**src/common/image_stats_defs.vh**
```
// offsets, field limits, reset values and tuning constants of the image statistics block
`ifndef IMAGE_STATS_DEFS_VH
`define IMAGE_STATS_DEFS_VH

// register offsets
`define OFS_SURFACE_FEATURE_COUNT 8'h05
`define OFS_EXPOSURE_TIME_HIGH    8'h06
`define OFS_EXPOSURE_TIME_LOW     8'h07
`define OFS_BRIGHTEST_PIXEL       8'h08
`define OFS_PIXEL_TOTAL_HIGH      8'h09
`define OFS_DARKEST_PIXEL         8'h0A
`define OFS_FRAME_DUMP_DATA       8'h0B

// reset values
`define RST_SURFACE_FEATURE_COUNT 8'h00
`define RST_EXPOSURE_TIME         16'h0064
`define RST_BRIGHTEST_PIXEL       8'hD0
`define RST_PIXEL_TOTAL_HIGH      8'h80
`define RST_DARKEST_PIXEL         8'h00
`define RST_FRAME_DUMP_DATA       8'h00

// field layout and limits
`define PIXEL_CLAMP               8'hFE
`define FEATURE_COUNT_MAX         9'h145
`define FEATURE_REPORT_MSB        8
`define FEATURE_REPORT_LSB        1
`define PIXEL_TOTAL_MSB           16
`define PIXEL_TOTAL_LSB           9
`define FRAME_PIXELS              484

// feature threshold and exposure regulation targets
`define FEATURE_DIFF_THRESH       8'h10
`define EXPO_PEAK_HIGH            8'hF0
`define EXPO_AVG_HIGH             8'hA0
`define EXPO_AVG_LOW              8'h60
`define EXPO_STEP_SHIFT           4
`define EXPO_MIN                  16'h0010
`define EXPO_MAX                  16'hFFF0

`endif

```
**src/design/image_statistics_readout.v**
```verilog
// per-frame image statistics registers and pixel dump test port
//
// Functional notes
// - feature count register is upper eight bits of nine-bit feature count
// - feature count register never exceeds 162
// - sixteen-bit exposure in clock cycles, high and low byte registers
// - exposure self-adjusts to keep average and peak pixel in range
// - brightest pixel of frame, 0 to 254, updated every frame
// - darkest pixel of frame, 0 to 254, updated every frame
// - any write to dump register resets pointer to pixel 0,0
// - during a dump one pixel per frame is captured
// - dump-word-valid flag set when dump data valid; controller waits for it
// - reading dump register while dump-word-valid is set advances pointer to next pixel
// - after full frame, pointer wraps and frame-start flag marks first pixel
`include "image_stats_defs.vh"

module image_statistics_readout #(
    parameter FRAME_PIXELS = `FRAME_PIXELS,
    parameter IDX_W        = 9,
    parameter FIFO_DEPTH   = 4,
    parameter FIFO_ADDR_W  = 2
) (
    // clock and reset
    input  wire       sys_clk,
    input  wire       arst_n,
    // pixel stream from the image array
    input  wire [7:0] pixData,
    input  wire       dump_frame_start,
    input  wire       pixValid,
    output wire       pixReady,
    // register port from the serial interface
    input  wire [7:0] regAddr,
    input  wire       regRd,
    input  wire       regWr,
    input  wire [7:0] regWrData,
    output wire [7:0] regRdData,
    // flags toward the motion status register
    output wire       dumpWordValid,
    output wire       dumpFrameStart
);
    localparam [IDX_W-1:0] LAST_IDX = FRAME_PIXELS - 1;
    // exposure reset value; its low byte is seen by the 0x07 read before any 0x06 read
    localparam [15:0]      RST_EXPO = `RST_EXPOSURE_TIME;

    // fifo drain side
    wire [8:0] fifoData;
    wire       fifoValid;
    wire       drainReady;
    wire       take;

    // register strobes
    wire       dumpWrite;
    wire       dumpRead;
    wire       expoHighRead;

    // published statistics
    reg [7:0]  featureReg_r;
    reg [15:0] expo_r;
    reg [7:0]  expoLowHold_r;
    reg [7:0]  brightReg_r;
    reg [7:0]  totalReg_r;
    reg [7:0]  darkReg_r;
    reg [7:0]  regRdData_r;

    // per-frame accumulators
    reg [IDX_W-1:0] pixIdx_r;
    reg [7:0]       curMax_r;
    reg [7:0]       curMin_r;
    reg [16:0]      curSum_r;
    reg [8:0]       curFeat_r;
    reg [7:0]       prevPix_r;

    // dump port state
    reg [IDX_W-1:0] dumpPtr_r;
    reg [7:0]       dumpData_r;
    reg             dumpValid_r;
    reg             dumpFirst_r;

    // combinational frame values including the pixel being taken
    reg [IDX_W-1:0] idx;
    reg [7:0]       pv;
    reg [7:0]       diff;
    reg             isFeat;
    reg [7:0]       fMax;
    reg [7:0]       fMin;
    reg [16:0]      fSum;
    reg [8:0]       fFeat;
    reg             lastPix;
    reg [16:0]      expoStep;
    reg [16:0]      expo_nxt;
    reg [7:0]       rdMux;

    pixel_fifo #(
        .WIDTH  (9),
        .DEPTH  (FIFO_DEPTH),
        .ADDR_W (FIFO_ADDR_W)
    ) u_fifo (
        .sys_clk  (sys_clk),
        .arst_n   (arst_n),
        .inData   ({dump_frame_start, pixData}),
        .inValid  (pixValid),
        .inReady  (pixReady),
        .outData  (fifoData),
        .outValid (fifoValid),
        .outReady (drainReady)
    );

    assign dumpWrite    = regWr && (regAddr == `OFS_FRAME_DUMP_DATA);
    assign dumpRead     = regRd && (regAddr == `OFS_FRAME_DUMP_DATA);
    assign expoHighRead = regRd && (regAddr == `OFS_EXPOSURE_TIME_HIGH);
    // hold the stream one cycle while the dump pointer restarts so no pixel races it
    assign drainReady   = !dumpWrite;
    assign take         = fifoValid && drainReady;

    assign regRdData      = regRdData_r;
    assign dumpWordValid  = dumpValid_r;
    assign dumpFrameStart = dumpFirst_r;

    always @* begin
        idx     = fifoData[8] ? {IDX_W{1'b0}} : pixIdx_r;
        pv      = (fifoData[7:0] > `PIXEL_CLAMP) ? `PIXEL_CLAMP : fifoData[7:0];
        diff    = (pv > prevPix_r) ? (pv - prevPix_r) : (prevPix_r - pv);
        isFeat  = (idx != {IDX_W{1'b0}}) && (diff > `FEATURE_DIFF_THRESH);
        lastPix = (idx == LAST_IDX);
        if (idx == {IDX_W{1'b0}}) begin
            fMax  = pv;
            fMin  = pv;
            fSum  = {9'h000, pv};
            fFeat = 9'h000;
        end else begin
            fMax  = (pv > curMax_r) ? pv : curMax_r;
            fMin  = (pv < curMin_r) ? pv : curMin_r;
            fSum  = curSum_r + {9'h000, pv};
            fFeat = curFeat_r;
        end
        // saturate so the reported upper bits stop at 162
        if (isFeat && (fFeat < `FEATURE_COUNT_MAX)) begin
            fFeat = fFeat + 9'h001;
        end
    end

    // exposure regulation, one step per frame
    always @* begin
        expoStep = {1'b0, expo_r} >> `EXPO_STEP_SHIFT;
        expo_nxt = {1'b0, expo_r};
        if ((fMax > `EXPO_PEAK_HIGH) ||
            (fSum[`PIXEL_TOTAL_MSB:`PIXEL_TOTAL_LSB] > `EXPO_AVG_HIGH)) begin
            expo_nxt = {1'b0, expo_r} - expoStep;
            if (expo_nxt < {1'b0, `EXPO_MIN}) begin
                expo_nxt = {1'b0, `EXPO_MIN};
            end
        end else if (fSum[`PIXEL_TOTAL_MSB:`PIXEL_TOTAL_LSB] < `EXPO_AVG_LOW) begin
            expo_nxt = {1'b0, expo_r} + expoStep + 17'h00001;
            if (expo_nxt > {1'b0, `EXPO_MAX}) begin
                expo_nxt = {1'b0, `EXPO_MAX};
            end
        end
    end

    always @(posedge sys_clk or negedge arst_n) begin
        if (!arst_n) begin
            pixIdx_r     <= {IDX_W{1'b0}};
            curMax_r     <= 8'h00;
            curMin_r     <= 8'h00;
            curSum_r     <= 17'h00000;
            curFeat_r    <= 9'h000;
            prevPix_r    <= 8'h00;
            featureReg_r <= `RST_SURFACE_FEATURE_COUNT;
            expo_r       <= `RST_EXPOSURE_TIME;
            brightReg_r  <= `RST_BRIGHTEST_PIXEL;
            totalReg_r   <= `RST_PIXEL_TOTAL_HIGH;
            darkReg_r    <= `RST_DARKEST_PIXEL;
        end else if (take) begin
            pixIdx_r  <= lastPix ? {IDX_W{1'b0}} : idx + 1'b1;
            curMax_r  <= fMax;
            curMin_r  <= fMin;
            curSum_r  <= fSum;
            curFeat_r <= fFeat;
            prevPix_r <= pv;
            if (lastPix) begin
                featureReg_r <= fFeat[`FEATURE_REPORT_MSB:`FEATURE_REPORT_LSB];
                brightReg_r  <= fMax;
                darkReg_r    <= fMin;
                totalReg_r   <= fSum[`PIXEL_TOTAL_MSB:`PIXEL_TOTAL_LSB];
                expo_r       <= expo_nxt[15:0];
            end
        end
    end

    // dump pointer and capture
    always @(posedge sys_clk or negedge arst_n) begin
        if (!arst_n) begin
            dumpPtr_r   <= {IDX_W{1'b0}};
            dumpData_r  <= `RST_FRAME_DUMP_DATA;
            dumpValid_r <= 1'b0;
            dumpFirst_r <= 1'b0;
        end else if (dumpWrite) begin
            dumpPtr_r   <= {IDX_W{1'b0}};
            dumpValid_r <= 1'b0;
            dumpFirst_r <= 1'b0;
        end else if (dumpRead && dumpValid_r) begin
            dumpPtr_r   <= (dumpPtr_r == LAST_IDX) ? {IDX_W{1'b0}} : dumpPtr_r + 1'b1;
            dumpValid_r <= 1'b0;
        end else if (take && !dumpValid_r && (idx == dumpPtr_r)) begin
            // the matching index occurs once per frame, so one capture per frame
            dumpData_r  <= pv;
            dumpValid_r <= 1'b1;
            dumpFirst_r <= (dumpPtr_r == {IDX_W{1'b0}});
        end
    end

    // low exposure byte is frozen when the high byte is read to keep the pair coherent
    always @(posedge sys_clk or negedge arst_n) begin
        if (!arst_n) begin
            expoLowHold_r <= RST_EXPO[7:0];
        end else if (expoHighRead) begin
            expoLowHold_r <= expo_r[7:0];
        end
    end

    always @* begin
        case (regAddr)
            `OFS_SURFACE_FEATURE_COUNT: begin
                rdMux = featureReg_r;
            end
            `OFS_EXPOSURE_TIME_HIGH: begin
                rdMux = expo_r[15:8];
            end
            `OFS_EXPOSURE_TIME_LOW: begin
                rdMux = expoLowHold_r;
            end
            `OFS_BRIGHTEST_PIXEL: begin
                rdMux = brightReg_r;
            end
            `OFS_PIXEL_TOTAL_HIGH: begin
                rdMux = totalReg_r;
            end
            `OFS_DARKEST_PIXEL: begin
                rdMux = darkReg_r;
            end
            `OFS_FRAME_DUMP_DATA: begin
                rdMux = dumpData_r;
            end
            default: begin
                rdMux = 8'h00;
            end
        endcase
    end

    always @(posedge sys_clk or negedge arst_n) begin
        if (!arst_n) begin
            regRdData_r <= 8'h00;
        end else if (regRd) begin
            regRdData_r <= rdMux;
        end
    end
endmodule

```
**src/design/pixel_fifo.v**
```verilog
// small synchronous fifo carrying pixel words into the statistics engine
module pixel_fifo #(
    parameter WIDTH  = 9,
    parameter DEPTH  = 4,
    parameter ADDR_W = 2
) (
    // clock and reset
    input  wire             sys_clk,
    input  wire             arst_n,
    // fill side
    input  wire [WIDTH-1:0] inData,
    input  wire             inValid,
    output wire             inReady,
    // drain side
    output wire [WIDTH-1:0] outData,
    output wire             outValid,
    input  wire             outReady
);
    reg [WIDTH-1:0]  mem [0:DEPTH-1];
    reg [ADDR_W-1:0] wrPtr_r;
    reg [ADDR_W-1:0] rdPtr_r;
    reg [ADDR_W:0]   count_r;
    reg [ADDR_W:0]   count_nxt;
    reg              notFull_r;
    wire             push;
    wire             pop;

    assign inReady  = notFull_r;
    assign outValid = (count_r != {(ADDR_W+1){1'b0}});
    assign outData  = mem[rdPtr_r];
    assign push     = inValid && notFull_r;
    assign pop      = outValid && outReady;

    always @* begin
        count_nxt = count_r;
        if (push && !pop) begin
            count_nxt = count_r + 1'b1;
        end else if (pop && !push) begin
            count_nxt = count_r - 1'b1;
        end
    end

    always @(posedge sys_clk) begin
        if (push) begin
            mem[wrPtr_r] <= inData;
        end
    end

    // full is registered so the fill side sees a clean ready
    always @(posedge sys_clk or negedge arst_n) begin
        if (!arst_n) begin
            wrPtr_r   <= {ADDR_W{1'b0}};
            rdPtr_r   <= {ADDR_W{1'b0}};
            count_r   <= {(ADDR_W+1){1'b0}};
            notFull_r <= 1'b1;
        end else begin
            if (push) begin
                wrPtr_r <= (wrPtr_r == DEPTH - 1) ? {ADDR_W{1'b0}} : wrPtr_r + 1'b1;
            end
            if (pop) begin
                rdPtr_r <= (rdPtr_r == DEPTH - 1) ? {ADDR_W{1'b0}} : rdPtr_r + 1'b1;
            end
            count_r   <= count_nxt;
            notFull_r <= (count_nxt != DEPTH);
        end
    end
endmodule

```
**config.mk**
```make
export PLATFORM = sky130hd
export DESIGN_NAME = image_statistics_readout
export DESIGN_NICKNAME = d
export VERILOG_FILES = /design/src/design/image_statistics_readout.v /design/src/design/pixel_fifo.v
export VERILOG_INCLUDE_DIRS = /design/src /design/src/common
export SDC_FILE = /design/constraint.sdc
export NUM_CORES = 1
export LEC_CHECK = 0
export BUFFER_PORTS_ARGS = -buffer_cell sky130_fd_sc_hd__buf_2
export CAP_MARGIN = 25
export CORE_ASPECT_RATIO = 1.25
export CORE_MARGIN = 2
export CORE_UTILIZATION = 46
export DETAILED_ROUTE_END_ITERATION = 10
export PLACE_DENSITY = 0.67
export SYNTH_ARGS = -nofsm -noshare
export SYNTH_HDL_FRONTEND = slang
export SYNTH_SLANG_ARGS = --single-unit
```
**constraint.sdc**
```tcl
create_clock -name sys_clk -period 8.9 [get_ports sys_clk]
set_clock_uncertainty 0.2 [all_clocks]
set_input_delay 0.445 -clock sys_clk [delete_from_list [all_inputs] [get_ports sys_clk]]
set_output_delay 0.445 -clock sys_clk [all_outputs]
set_load 0.005 [all_outputs]
```
After elaboration in Yosys (flattened, before gate mapping) --
Memories as Yosys holds them, arrays and structs flattened. Cells that the tools add are included.
Storage, ports and cells: output and inout port bits 11, input bits 30, memory bits (writable) 36, flip-flop bits (word level) 150, memories kept 1
Memory list:
- u_fifo.mem | depth 4, width 9, read ports 1, clocked after memory_dff 0, write ports 1, line pixel_fifo.v:19 | reg [WIDTH-1:0] mem [0:DEPTH-1];
Operators by class: magnitude comparators 11, bitwise operators 2, add/sub/neg operators 13, reductions and logical operators 29, equality and inequality tests 14, muxes and demuxes 31
Operators with widths (number):
- $mux 16 | 4
- $mux 9 | 7
- $pmux 8 s7 | 1
- $mux 8 | 6
- $eq 8x4->1 const B | 4
- $add 9x1->9 const B | 3
- $eq 8x3->1 const B | 3
- $gt 8x8->1 const B | 3
- $eq 9x9->1 const B | 2
- $logic_not 9->1 | 2
- $add 16x12->17 | 1
- $add 17x1->17 const B | 1
- $add 17x8->17 | 1
- $gt 17x16->1 const B | 1
- $lt 17x5->1 const B | 1
- $mux 17 | 1
- $sub 16x12->17 | 1
- $gt 8x8->1 | 2
- $sub 8x8->8 | 2
- $logic_and 1x1->1 | 12
- $eq 9x9->1 | 1
- $lt 9x9->1 const B | 1
- $reduce_bool 9->1 | 1
- $gt 8x5->1 const B | 1
- other kinds (18) | 38

Depth between registers and ports, before layout --
An unclocked memory read counts as a cell.
depth after elaboration 10, mapped depth 20

By module --
From an unflattened synthesis, not the netlist that was laid out.
Second synthesis, totals: cells, all modules 1325, area, all modules 12156.7 um^2
Modules (own cells, without submodules):
- image_statistics_readout | times used 1, area each 10288.6 um^2, sequential area each 3565.9 um^2, cells each 1224
- pixel_fifo | times used 1, area each 1868.0 um^2, sequential area each 1282.5 um^2, cells each 101

Least setup slack after synthesis --
Ideal clock, no wire load.
path type register -> register, from register u_fifo.rdPtr_r[0], to register featureReg_r[2], setup slack 4141 ps, setup time 124 ps, arrival 4435 ps, stages on the path, launching flop included 21, clock period less this slack 4759 ps, required time 8576 ps, cell sequence dfrtp_1 -> buf_6 -> mux4_1 -> buf_4 -> and4_4 -> a21oi_2 -> inv_1 -> ha_1 -> inv_1 -> fa_1 -> a21o_1 -> a21oi_1 -> o21a_1 -> nor2_2 -> mux2_2 -> a2111o_1 -> o211ai_2 -> a31oi_4 -> buf_6 -> mux2i_1 -> a211o_1
Between the ends: cells in the longest elaborated chain, start to end 9, elaborated cells between the ends (all ways) 19, those cells by class 3 x add/sub; 4 x order compare; 1 x eq/ne; 5 x mux; 5 x reduce/logical; 1 x memory
RTL lines:
- start, declared | line pixel_fifo.v:21 | reg [ADDR_W-1:0] rdPtr_r;
- start signal, assigned | line pixel_fifo.v:53 | rdPtr_r <= {ADDR_W{1'b0}};
- start signal, assigned | line pixel_fifo.v:61 | rdPtr_r <= (rdPtr_r == DEPTH - 1) ? {ADDR_W{1'b0}} : rdPtr_r + 1'b1;
- $mem_v2 4x9 *
- $gt 8x8->1 (no source line)
- $mux 8 * | line image_statistics_readout.v:121 | pv = (fifoData[7:0] > `PIXEL_CLAMP) ? `PIXEL_CLAMP : fifoData[7:0];
- named net pv[6] | line image_statistics_readout.v:81 | reg [7:0] pv;
- $sub 8x8->8 or $gt 8x8->1 (tied branches) | line image_statistics_readout.v:122 | diff = (pv > prevPix_r) ? (pv - prevPix_r) : (prevPix_r - pv);
- $mux 8 * | line image_statistics_readout.v:122
- $gt 8x5->1 (no source line) *
- $logic_and 1x1->1 * | line image_statistics_readout.v:123 | isFeat = (idx != {IDX_W{1'b0}}) && (diff > `FEATURE_DIFF_THRESH);
- $logic_and 1x1->1 * | line image_statistics_readout.v:137 | if (isFeat && (fFeat < `FEATURE_COUNT_MAX)) begin
- $mux 9 * | line image_statistics_readout.v:137
- end signal, assigned | line image_statistics_readout.v:168 | featureReg_r <= `RST_SURFACE_FEATURE_COUNT;
- end signal, assigned | line image_statistics_readout.v:181 | featureReg_r <= fFeat[`FEATURE_REPORT_MSB:`FEATURE_REPORT_LSB];
- end, declared | line image_statistics_readout.v:57 | reg [7:0] featureReg_r;
Mark *: on every way through the listed nets, which the timed path passes. The rest lies on a longest branch. A chain may end at the register's enable or synchronous reset.

Worst setup path in the final report --
from register u_fifo.rdPtr_r[0], to register featureReg_r[4]
Between the ends: cells in the longest elaborated chain, start to end 9, elaborated cells between the ends (all ways) 19, those cells by class 3 x add/sub; 4 x order compare; 1 x eq/ne; 5 x mux; 5 x reduce/logical; 1 x memory
RTL lines (line):
- $mem_v2 4x9 *
- $gt 8x8->1 (no source line)
- $mux 8 | image_statistics_readout.v:121
- $sub 8x8->8 or $gt 8x8->1 (tied branches) | image_statistics_readout.v:122
- $mux 8 | image_statistics_readout.v:122
- $gt 8x5->1 (no source line)
- $logic_and 1x1->1 | image_statistics_readout.v:123
- $logic_and 1x1->1 | image_statistics_readout.v:137
- $mux 9 | image_statistics_readout.v:137
Every way passes the cells marked *; elsewhere a longest branch is shown, timed or not.

==> insert_results.sql <==
INSERT INTO impl_metrics (metric_group, metric, value, unit) VALUES
('timing', 'final_min_period_over_clock_period', '70.42', '%'),
('yosys', 'netlist-cell-type-count', '94', ''),
('floorplan', 'die_area', '0.02805', 'mm2'),
('global_routing', 'global_route.usage.met1', '28.74', '%'),
('drt', 'drc', '0', ''),
('yosys', 'mappedNetlistArea', '0.01229', 'mm2'),
('global_routing', 'top_usage_layer', 'met2', ''),
('finish', 'nets', '1428', ''),
('clock_network', 'cts.sink_count', '186', ''),
('floorplan', 'floorplan.die.width', '150.2', 'um'),
('yosys', 'yosys.area.top_type_share', '28.30', '%'),
('clock_network', 'cts_setup_buffers', '0', ''),
('finish', 'final_cell_mix', 'sky130_fd_sc_hd__nand2_1 (142), sky130_fd_sc_hd__dfrtp_1 (139), sky130_fd_sc_hd__o21ai_0 (121), sky130_fd_sc_hd__inv_1 (91), sky130_fd_sc_hd__nor2_1 (82)', ''),
('critical_path', 'critical_path_required', '9.03', 'ns'),
('power', 'cellLeakagePower', '0.005722', 'uW'),
('floorplan', 'coreArea', '0.02618', 'mm2'),
('place', 'placement.io_buffers', '32', ''),
('timing', 'report.final.slew_viol_count', '0', ''),
('finish', 'drive_above_1_share', '11.77', '%'),
('drt', 'detailedRoute.firstIterationViolations', '518', ''),
('global_routing', 'gr-usage-met2', '37.86', '%'),
('drt', 'num_vias', '9968', ''),
('clock_network', 'clkLatencyLatePin', '0.45', 'ns'),
('finish', 'final_util', '51.06', '%'),
('global_routing', 'grt_start_max_net_pins', '78', ''),
('critical_path', 'crit_path_max_fanout', '13', ''),
('place', 'detailedPlacementHpwl', '21.94', 'mm'),
('global_routing', 'grtUsageTotal', '22.28', '%'),
('clock_network', 'clock_tree.buffer_depth', '2', ''),
('floorplan', 'pin_count', '41', ''),
('yosys', 'asyncSetResetFlopFracSynth', '80.65', '%'),
('drt', 'average_wire_per_cell_in_the_routed_design', '18.10', 'um'),
('drt', 'ant_nets', '0', ''),
('clock_network', 'numCtsBuffers', '17', ''),
('global_routing', 'first_global_vias', '9692', ''),
('critical_path', 'setup.worst_path.start_class', 'register', ''),
('run_status', 'status', 'finished clean', ''),
('yosys', 'synth_seq_area_share', '39.44', '%'),
('power', 'power.density', '332.5', 'mW/mm2'),
('floorplan', 'fp-row-count', '66', ''),
('finish', 'mostFrequentLayoutCell', 'sky130_fd_sc_hd__nand2_1', ''),
('global_routing', 'grt_use_met3', '2.714', '%'),
('finish', 'syn2layout_area_growth', '8.744', '%'),
('yosys', 'synth_seq_cells', '186', ''),
('yosys', 'syn_inst', '1320', ''),
('yosys', 'yosys_most_used_dff', 'sky130_fd_sc_hd__dfrtp_1', ''),
('drt', 'drt_first_pass_iters', '5', ''),
('timing', 'final.min_clock_period', '6.267', 'ns'),
('floorplan', 'starting_density_of_the_core', '46.96', '%'),
('finish', 'sequential_cell_area', '0.004848', 'mm2'),
('min_path', 'worstHoldPathType', 'input pin to register', ''),
('yosys', 'yosys_warnings', '0', ''),
('floorplan', 'die_height', '186.8', 'um'),
('power', 'total_power', '4444', 'uW'),
('timing', 'clock.fmax', '0.1596', 'GHz'),
('timing', 'tightest_slew', '0.7536', 'ns'),
('clock_network', 'clk_pin_slew', '0.07', 'ns'),
('finish', 'multi_input_area', '0.006812', 'mm2'),
('critical_path', 'worst_path_max_delay_cell', 'sky130_fd_sc_hd__mux4_1', ''),
('yosys', 'synth_nets', '1427', ''),
('timing', 'report.final.hold_viol_count', '0', ''),
('timing', 'final.setup.tns', '0', 'ns'),
('critical_path', 'crit_arrival', '6.40', 'ns'),
('clock_network', 'h_tree_levels', '4', ''),
('yosys', 'yosysTopAreaCell', 'sky130_fd_sc_hd__dfrtp_1', ''),
('global_routing', 'antenna_found_initial', '0', ''),
('yosys', 'synth_enable_flop_cells', '36', ''),
('critical_path', 'crit_path_cell_trace', 'mux4_1 -> and4_4 -> a21oi_2 -> inv_1 -> ha_1 -> inv_1 -> fa_1 -> a21o_1 -> a21oi_1 -> o21a_1 -> nor2_2 -> mux2i_1 -> mux2i_1 -> o211ai_2 -> a31oi_4 -> a41oi_1 -> o31a_1', ''),
('clock_network', 'post_cts.resized_instances', '0', ''),
('yosys', 'synth_area_leaders', 'sky130_fd_sc_hd__dfrtp_1 (28%), sky130_fd_sc_hd__edfxtp_1 (8.8%), sky130_fd_sc_hd__ha_1 (7.4%), sky130_fd_sc_hd__o21ai_0 (4.9%), sky130_fd_sc_hd__nand2_1 (4.3%)', ''),
('clock_network', 'tritoncts', 'yes', '');
==> where the power goes <==
part	leakage [uW]	internal, uW	switching [uW]	total, uW
Sequential	0.00225	1050	135	1180
Combinational	0.00319	936	1550	2490
Clock	0.000287	401	373	774
Total	0.00572	2380	2060	4440
==> flip-flops by register name, indices dropped and copies added, names as in the netlist, 3 cells and up <==
signal          cells
brightReg_r         8
curFeat_r           9
curMax_r            8
curMin_r            8
curSum_r           17
darkReg_r           8
dumpData_r          8
dumpPtr_r           9
expoLowHold_r       8
expo_r             16
featureReg_r        8
pixIdx_r            9
prevPix_r           8
regRdData           8
totalReg_r          8
u_fifo.count_r      3
u_fifo.mem         36
==> critical path: cells and delay by family, from the launching register on <==
family / cells / cell delay (ns)
AOI/OAI and AO/OA: 8 / 2.15
muxes: 3 / 1.65
adders and majority gates: 2 / 0.44
and+or+nand+nor: 2 / 0.69
buffers and inverters: 2 / 0.25
DFF: 1 / 0.76
==> repair_timing <==
item / 4_1_cts / 5_1_grt
hold buffers: 5 / 0
hold endpoints to repair: 86 / 0
endpoints found under the setup margin: 0 / 0
==> stage by stage <==
stage / hold slack, ns / cells / instance area, um2 / setup WS, ns
finish: 0.01287 / 1674 / 13370 / 2.633
detailed placement: 0.2666 / 1636 / 12690 / 2.605
global placement: 0.2601 / 1636 / 12690 / 2.755
global route: 0.005889 / 1674 / 13370 / 2.257
floorplan: -0.05059 / 1320 / 12290 / 4.141
CTS: 0.0001674 / 1673 / 13340 / 2.563
==> cell families after synthesis <==
| logic type | share of synthesized area (%) |
|---|---|
| AO/OA/AOI/OAI | 21.52 |
| buffers and inverters | 5.273 |
| flip-flops | 39.44 |
| AND/OR/NAND/NOR | 16.12 |
| XOR/XNOR | 3.135 |
| multiplexers | 6.423 |
| adder cells (fa/ha/maj) | 8.082 |
==> layer usage <==
layer  vias up  part of all wire, %
met2       238                   50
met3        62                  3.6
met5         -                    0
li1       4857                    -
met1      4811                   43
met4         0                  3.1
==> layout make-up <==
class / instances / area share, %
multi-input cells: 974 / 50.96
flip-flops and latches: 186 / 36.27
clock buffers: 17 / 3.183
well taps: 340 / 3.183
repair buffers: 51 / 2.555
inverters: 91 / 2.555
clock inverters: 15 / 1.292
==> path summary, 6_finish.rpt <==
| check | startpoint | to | slack, ns | depth (start not counted) |
|---|---|---|---|---|
| setup / recovery | u_fifo.rdPtr_r[0] | featureReg_r[4] | 2.63 | 17 |
| min in group asynchronous | arst_n | regRdData[6] | 0.41 | 2 |
| hold reg to reg | totalReg_r[0] | totalReg_r[0] | 0.28 | 2 |
| hold / removal | pixData[2] | u_fifo.mem[0][2] | 0.01 | 1 |
| setup reg to reg | u_fifo.rdPtr_r[0] | featureReg_r[4] | 2.63 | 17 |
| max in group asynchronous | arst_n | u_fifo.inReady | 7.00 | 4 |
==> synthesized netlist by cell type, drive strengths merged, types with 23 or more instances <==
master	number
o21ai	127
clkbuf	45
a21oi	64
xnor2	30
nand4	23
inv	91
nand3	33
dfrtp	139
ha	73
edfxtp	36
nor3	28
nand2	142
buf	24
nor2	83
mux2	26
No activity file was read; power rests on OpenSTA's default activity.
